--- src/common/power_settings_pkg.sv ---
// shared constants for the power result and host settings register bank
package power_settings_pkg;
	localparam int unsigned num_channels = 4;
	localparam logic [7:0] power_base_addr = 8'h17;
	localparam logic [7:0] settings_addr = 8'h1c;
	localparam logic [7:0] unmapped_read_value = 8'hff;
	localparam int unsigned bus_voltage_width = 16;
	localparam int unsigned sense_voltage_width = 16;
	localparam int unsigned bus_voltage_msbs = 14;
	localparam int unsigned power_field_width = 30;
	localparam int unsigned power_field_lsb = 2;
	localparam int unsigned second_level_bit = 7;
	localparam int unsigned first_level_bit = 6;
	localparam int unsigned any_alert_bit = 5;
	localparam int unsigned reset_flag_bit = 4;
	localparam int unsigned timeout_en_bit = 3;
	localparam int unsigned byte_count_bit = 2;
	localparam int unsigned no_skip_bit = 1;
	localparam int unsigned hispeed_bit = 0;
	localparam logic [7:0] settings_reset = 8'h10;
endpackage

--- src/verilog/power_product.sv ---
// per-channel product of bus and sense voltage in the reported 30-bit form
`timescale 1ns/1ps
module power_product #(
	parameter int unsigned bus_width = power_settings_pkg::bus_voltage_width,
	parameter int unsigned sense_width = power_settings_pkg::sense_voltage_width
) (
	// operands
	input wire logic [bus_width-1:0] bus_voltage,
	input wire logic [sense_width-1:0] sense_voltage,
	input wire logic bus_bipolar,
	input wire logic sense_bipolar,
	// result, power field in bits 31:2
	output logic [31:0] power_word
);
	localparam int unsigned msbs = power_settings_pkg::bus_voltage_msbs;
	localparam int unsigned pw = power_settings_pkg::power_field_width;
	logic signed [msbs:0] bus_op;
	logic signed [sense_width:0] sense_op;
	logic signed [msbs+sense_width+1:0] full;
	logic [pw-1:0] field;
	// operands always treated as signed; unipolar codes get a zero extension
	always_comb begin
		bus_op = signed'({bus_bipolar & bus_voltage[bus_width-1],
			bus_voltage[bus_width-1 -: msbs]});
		sense_op = signed'({sense_bipolar & sense_voltage[sense_width-1], sense_voltage});
		full = bus_op * sense_op;
		// full precision kept until this single truncation to the field
		if (bus_bipolar || sense_bipolar) begin
			field = {full[msbs+sense_width+1], full[msbs+sense_width-2 -: pw-1]};
		end else begin
			field = full[msbs+sense_width-1 -: pw];
		end
		power_word = {field, 2'b00};
	end
endmodule

--- src/verilog/power_result_and_bus_settings.sv ---
// power result registers and host interface settings register
// Function
// - power is 14 bus msbs times sense, 30-bit field in bits 31:2
// - bipolar on either input gives 29 bits plus sign result
// - power register bits 1:0 read zero on enabled channels
// - accumulators receive the same power values as the result registers
// - math uses signed operands; both unipolar reports unsigned
// - internal product keeps more precision than reported voltages
// - settings bits readable, all but bits 5 and 4 writable anytime (bit 4 clear only), effective at once
// - bit 7 drives second pin level when gpio: 0 low, 1 released
// - bit 6 drives first pin level when gpio: 0 low, 1 released
// - bit 5 set by any enabled alert except conversion complete
// - alert summary clears when causing alert clears, not by host
// - bit 4 forced to one only by internal power-on reset
// - host clears reset flag then polls; one means reset since
// - bit 3 enables smbus timeout, zero after reset
// - bit 1 selects no-skip auto increment; disabled channels read ff
`timescale 1ns/1ps
module power_result_and_bus_settings #(
	parameter int unsigned channels = power_settings_pkg::num_channels
) (
	// clock and reset (reset is the internal power-on or powerdown reset)
	input wire logic ref_clk,
	input wire logic arst_n,
	// register port from the two-wire interface engine
	input wire logic [7:0] reg_addr,
	input wire logic reg_wr,
	input wire logic reg_rd,
	input wire logic [7:0] reg_wdata,
	input wire logic [1:0] reg_byte_sel,
	output logic [7:0] reg_rdata,
	// measurement inputs, one conversion strobe updates all channels
	input wire logic conv_done,
	input wire logic [channels*16-1:0] bus_voltage,
	input wire logic [channels*16-1:0] sense_voltage,
	input wire logic [channels-1:0] bus_bipolar,
	input wire logic [channels-1:0] sense_bipolar,
	input wire logic [channels-1:0] channel_active,
	// alert sources, conversion complete excluded by the source
	input wire logic alert_active,
	// pin function selection
	input wire logic first_pin_is_alert,
	input wire logic second_pin_is_alert,
	input wire logic first_alert_drive,
	input wire logic second_alert_drive,
	// pins, open drain: output enable low means driving low
	output logic first_multi_function_pin_oe_n,
	output logic second_multi_function_pin_oe_n,
	// settings to other blocks
	output logic smbus_timeout_en,
	output logic byte_count_en,
	output logic no_skip,
	output logic high_speed_filter_select,
	// accumulator feed
	output logic acc_valid,
	output logic [channels*32-1:0] acc_power
);
	logic [1:0] rst_sync_r;
	logic rst_n;
	logic [7:0] settings_r;
	logic [7:0] settings_nxt;
	logic [31:0] power_r [channels];
	logic [31:0] power_nxt [channels];
	logic [7:0] rdata_nxt;
	localparam int unsigned por_bit = power_settings_pkg::reset_flag_bit;

	// one comparator shape for every register decode
	function automatic logic addr_hit(input logic [7:0] addr, input logic [7:0] target);
		return addr == target;
	endfunction

	// alert mode overrides the stored level; the level bit itself stays r/w
	function automatic logic pin_release(input logic is_alert, input logic alert_drive,
		input logic level);
		logic rel;
		rel = level;
		if (is_alert) begin
			rel = ~alert_drive;
		end
		return rel;
	endfunction

	always_ff @(posedge ref_clk or negedge arst_n) begin
		if (!arst_n) begin
			rst_sync_r <= 2'b00;
		end else begin
			rst_sync_r <= {rst_sync_r[0], 1'b1};
		end
	end
	assign rst_n = rst_sync_r[1];

	for (genvar c = 0; c < channels; c++) begin : g_ch
		power_product u_prod (
			.bus_voltage(bus_voltage[c*16 +: 16]),
			.sense_voltage(sense_voltage[c*16 +: 16]),
			.bus_bipolar(bus_bipolar[c]),
			.sense_bipolar(sense_bipolar[c]),
			.power_word(power_nxt[c])
		);
		always_ff @(posedge ref_clk or negedge rst_n) begin
			if (!rst_n) begin
				power_r[c] <= 32'h0000_0000;
			end else if (conv_done) begin
				power_r[c] <= power_nxt[c];
			end
		end
		// accumulator sees exactly the register contents
		assign acc_power[c*32 +: 32] = power_r[c];
	end

	always_ff @(posedge ref_clk or negedge rst_n) begin
		if (!rst_n) begin
			acc_valid <= 1'b0;
		end else begin
			acc_valid <= conv_done;
		end
	end

	// settings: host writes all but the alert summary, which tracks its cause, and the reset flag, which it can only clear
	always_comb begin
		settings_nxt = settings_r;
		if (reg_wr && addr_hit(reg_addr, power_settings_pkg::settings_addr)) begin
			settings_nxt = reg_wdata;
			// the host may only clear the reset flag; nothing but reset sets it
			settings_nxt[por_bit] = settings_r[por_bit] & reg_wdata[por_bit];
		end
		settings_nxt[power_settings_pkg::any_alert_bit] = alert_active;
	end

	always_ff @(posedge ref_clk or negedge rst_n) begin
		if (!rst_n) begin
			settings_r <= power_settings_pkg::settings_reset;
		end else begin
			settings_r <= settings_nxt;
		end
	end

	// oe_n low pulls the pin low; high releases it to the resistor
	// pins stay released in reset so nothing is pulled low before settings load
	always_ff @(posedge ref_clk or negedge rst_n) begin
		if (!rst_n) begin
			first_multi_function_pin_oe_n <= 1'b1;
		end else begin
			first_multi_function_pin_oe_n <= pin_release(first_pin_is_alert, first_alert_drive,
				settings_nxt[power_settings_pkg::first_level_bit]);
		end
	end

	always_ff @(posedge ref_clk or negedge rst_n) begin
		if (!rst_n) begin
			second_multi_function_pin_oe_n <= 1'b1;
		end else begin
			second_multi_function_pin_oe_n <= pin_release(second_pin_is_alert, second_alert_drive,
				settings_nxt[power_settings_pkg::second_level_bit]);
		end
	end

	// copies follow the next value so a write acts at its own edge
	always_ff @(posedge ref_clk or negedge rst_n) begin
		if (!rst_n) begin
			smbus_timeout_en <= 1'b0;
		end else begin
			smbus_timeout_en <= settings_nxt[power_settings_pkg::timeout_en_bit];
		end
	end

	always_ff @(posedge ref_clk or negedge rst_n) begin
		if (!rst_n) begin
			byte_count_en <= 1'b0;
			no_skip <= 1'b0;
			high_speed_filter_select <= 1'b0;
		end else begin
			byte_count_en <= settings_nxt[power_settings_pkg::byte_count_bit];
			no_skip <= settings_nxt[power_settings_pkg::no_skip_bit];
			high_speed_filter_select <= settings_nxt[power_settings_pkg::hispeed_bit];
		end
	end

	// read mux: power registers give one byte at a time, byte 3 is the msb
	always_comb begin
		rdata_nxt = 8'h00;
		if (addr_hit(reg_addr, power_settings_pkg::settings_addr)) begin
			rdata_nxt = settings_r;
		end
		for (int i = 0; i < channels; i++) begin
			if (addr_hit(reg_addr, power_settings_pkg::power_base_addr + 8'(i))) begin
				if (!channel_active[i]) begin
					rdata_nxt = power_settings_pkg::unmapped_read_value;
				end else begin
					rdata_nxt = power_r[i][{reg_byte_sel, 3'b000} +: 8];
				end
			end
		end
	end

	always_ff @(posedge ref_clk or negedge rst_n) begin
		if (!rst_n) begin
			reg_rdata <= 8'h00;
		end else if (reg_rd) begin
			reg_rdata <= rdata_nxt;
		end
	end
endmodule

--- config.mk ---
export PLATFORM = sky130hd
export DESIGN_NAME = power_result_and_bus_settings
export DESIGN_NICKNAME = d
export VERILOG_FILES = /design/src/common/power_settings_pkg.sv /design/src/verilog/power_product.sv /design/src/verilog/power_result_and_bus_settings.sv
export SDC_FILE = /design/constraint.sdc
export NUM_CORES = 2
export LEC_CHECK = 0
export ABC_AREA = 0
export CORE_MARGIN = 4
export CORE_UTILIZATION = 65
export DETAILED_ROUTE_END_ITERATION = 8
export DONT_BUFFER_PORTS = 1
export MAX_ROUTING_LAYER = met4
export PLACE_DENSITY = 0.9
export SLEW_MARGIN = 10
export SYNTH_ARGS = -nofsm -noshare
export SYNTH_HDL_FRONTEND = slang
export SYNTH_SLANG_ARGS = --single-unit
--- constraint.sdc ---
create_clock -name ref_clk -period 5 [get_ports ref_clk]
set_clock_uncertainty 0.15 [all_clocks]
set_input_delay 1 -clock ref_clk [delete_from_list [all_inputs] [get_ports ref_clk]]
set_output_delay 1 -clock ref_clk [all_outputs]
set_load 0.005 [all_outputs]
==> metrics.txt <==
most common cell after layout, fill and taps aside=inv_1; Layout area overhead=18.6%; Worst Tran Pin Value=about 1.1 ns; Top delay family on crit path=adder cells; WP data arrival=6.99 ns; clock tree root buffer cell=clkbuf_16; Max Fclk=0.147 GHz; Clock Path Buffers=2; Net count, final=between 6000 and 7000; Critical Path Max Stage Delay=0.89 ns; share of cells above drive strength 1=a little under a quarter; largest net degree at the start of global routing=140; global route total overflow=0; via count of the first global-routing pass=roughly 40000; Boundary Pins=311; Ys Warns=0; post-synthesis instance total=4647; CTS tree=built; ys flop type=dfrtp_1; Crit-path slowest cell=fa_1; hold_buf cts=0; die area=0.0714 mm^2; drt first-iter violations=3698; CP startpoint kind=primary input; EDFF count, synth=0; worst hold-check path type=in -> async; Core Region=0.0662 mm^2; antenna violations before repair=4; minimum clock period=6.80 ns; final setup margin=-1.80 ns; Syn Area/Cell=approximately 9.4 um^2; hpwl dp=approximately 99 mm; WP data required=5.19 ns; DR vias/cell=6.22; pre-CTS WS=-2.14 ns; Async S/R FF share, synth=100%; Final Setup Violations=between 80 and 90; Die Span X=~270 um; maxcap violations=0; Final Max Tran Viols=0; Initial Util=approximately 66%; Crit path top cell by count=fa_1; Worst Setup End Kind=flip-flop; port bufs=0; Seq/Total Area, Yosys=8.09%; worst skew pair latency=0.44 ns; vias post-DR=36300; first-pass GRT wire length=between 200 and 250 mm; placer congestion estimate=0.945; Worst slew margin=24.3%; WL/cell=between 20 and 25 um; Routed WL=around 140 mm; Hold Vio Cnt, Final=0; status=complete, but fails checks; Post-Synthesis Cell Area=roughly 0.044 mm^2; Seq cells post-synth=141; DR DRC count=0; most frequent cells in the layout=inv_1, fa_1, nand2_1, buf_4, and2_1; Num CTS Buffers=17; first-pass iteration count of the detailed router=7; Tot GR Track Use=37.6%; Worst-path clk slew=approximately 0.06 ns; fin util=78.2%; Rows=between 90 and 100; Unique masters post-synth=70; RSZ-0062 raised after global routing=yes; failing checks=negative setup slack; H-tree Lvls=4; die span in y=267 um; buffers and inverters on the worst path=3; Post-DRT Antenna Nets=0; Period Utilization, post-route=136%; CP max FO=17; worst-path cell chain=nand2_1 -> fa_1 -> fa_1 -> fa_1 -> inv_1 -> fa_2 -> inv_2 -> fa_1 -> inv_2 -> fa_2 -> ha_4 -> nor2_4 -> nand2_1 -> o211ai_1 -> o21ai_2 -> a311o_1 -> a221oi_2 -> o21ai_1 -> xnor2_1 -> or3_1 -> a31oi_1; clk sinks=141; crit path kind=in -> reg
==> Yosys cell counts (13+ instances only) <==
cell type	instances	share of area, %
fa_1	996	46
dfrtp_1	138	7.9
ha_1	340	9.7
and3_1	18	0.26
o21a_1	19	0.33
mux2_2	92	2.4
xor2_1	15	0.30
a211oi_1	20	0.34
a21oi_1	93	1.1
nor2b_1	13	0.19
nand3_1	18	0.21
nor2_1	147	1.3
nor3_1	22	0.25
o21ai_0	75	0.86
xnor2_1	111	2.2
and2_1	371	5.3
a21o_1	37	0.64
nand2_1	624	5.4
mux4_2	24	1.2
clkbuf_1	168	1.4
inv_1	1112	9.6
or2_2	24	0.34
==> layout make-up <==
cell class | count | area (um^2)
fill | 3612 | 14400
sequential | 141 | 3540
timing repair buffer | 464 | 3870
inverter | 1113 | 4190
clock inverter | 12 | 164
clock buffer | 20 | 437
multi-input combinational | 3219 | 38500
antenna | 4 | 10.0
tap | 864 | 1080
==> registers in the layout, indices dropped and copies added (netlist names) <==
register,flops
first_multi_function_pin_oe_n,1
rst_sync_r,2
acc_power,120
settings_r,8
acc_valid,1
second_multi_function_pin_oe_n,1
reg_rdata,8
==> stage by stage <==
stage	hold slack, ns	TNS [ns]	instances	instance area, um^2
after CTS	0.0907	-66.97	5793	50300
final	0.111	-89.10	5837	51800
after detailed placement	0.186	-111.82	5720	48200
after global placement	0.185	-104.63	5720	48200
after floorplan	0.181	-84.67	4654	45700
after global routing	0.0833	-96.97	5837	51800
==> cells by family after synthesis <==
logic type,Yosys count,share of synthesized area (%)
other,2,0.0172
buffers and inverters,1294,11.2
xor gates and xnor gates,126,2.53
adders and majority gates,1336,55.4
muxes,117,3.64
and+or+nand+nor,1282,13.9
AOI/OAI and AO/OA,349,5.22
DFF,141,8.09
==> per-layer routing <==
layer	wire length (um)	global-route usage [%]
met3	15700	8.08
met2	67500	61.9
met5	0	-
met4	12700	21.7
met1	44700	42.7
==> worst paths after layout <==
path	endpoint	slack, ns	startpoint	cells after the start
min in group ref_clk	rst_sync_r[1]	0.20	rst_sync_r[0]	0
max in group asynchronous	acc_power[85]	3.71	rst_sync_r[1]	1
hold reg to reg	rst_sync_r[1]	0.20	rst_sync_r[0]	0
hold / removal	rst_sync_r[1]	0.11	arst_n	0
setup reg to reg	reg_rdata[3]	2.48	acc_power[27]	8
setup / recovery	acc_power[63]	-1.80	bus_voltage[18]	21
==> worst reg2reg max path, delay by kind of cell (launching register included) <==
| kind | cells | cell delay [ns] |
|---|---|---|
| flops | 1 | 0.49 |
| buf+inv | 1 | 0.23 |
| compound gates | 6 | 1.00 |
| mux | 1 | 0.52 |
==> what timing repair did <==
action / CTS / global route
resized for setup: 256 / 258
setup buffers: 50 / 57
pin swaps: 216 / 170
endpoints found under the setup margin: 82 / 84
gates cloned: 1 / 0
Power is left out: the tool's default activity adds up to more than one toggle a clock period on the data nets, which glitch-free logic cannot reach.
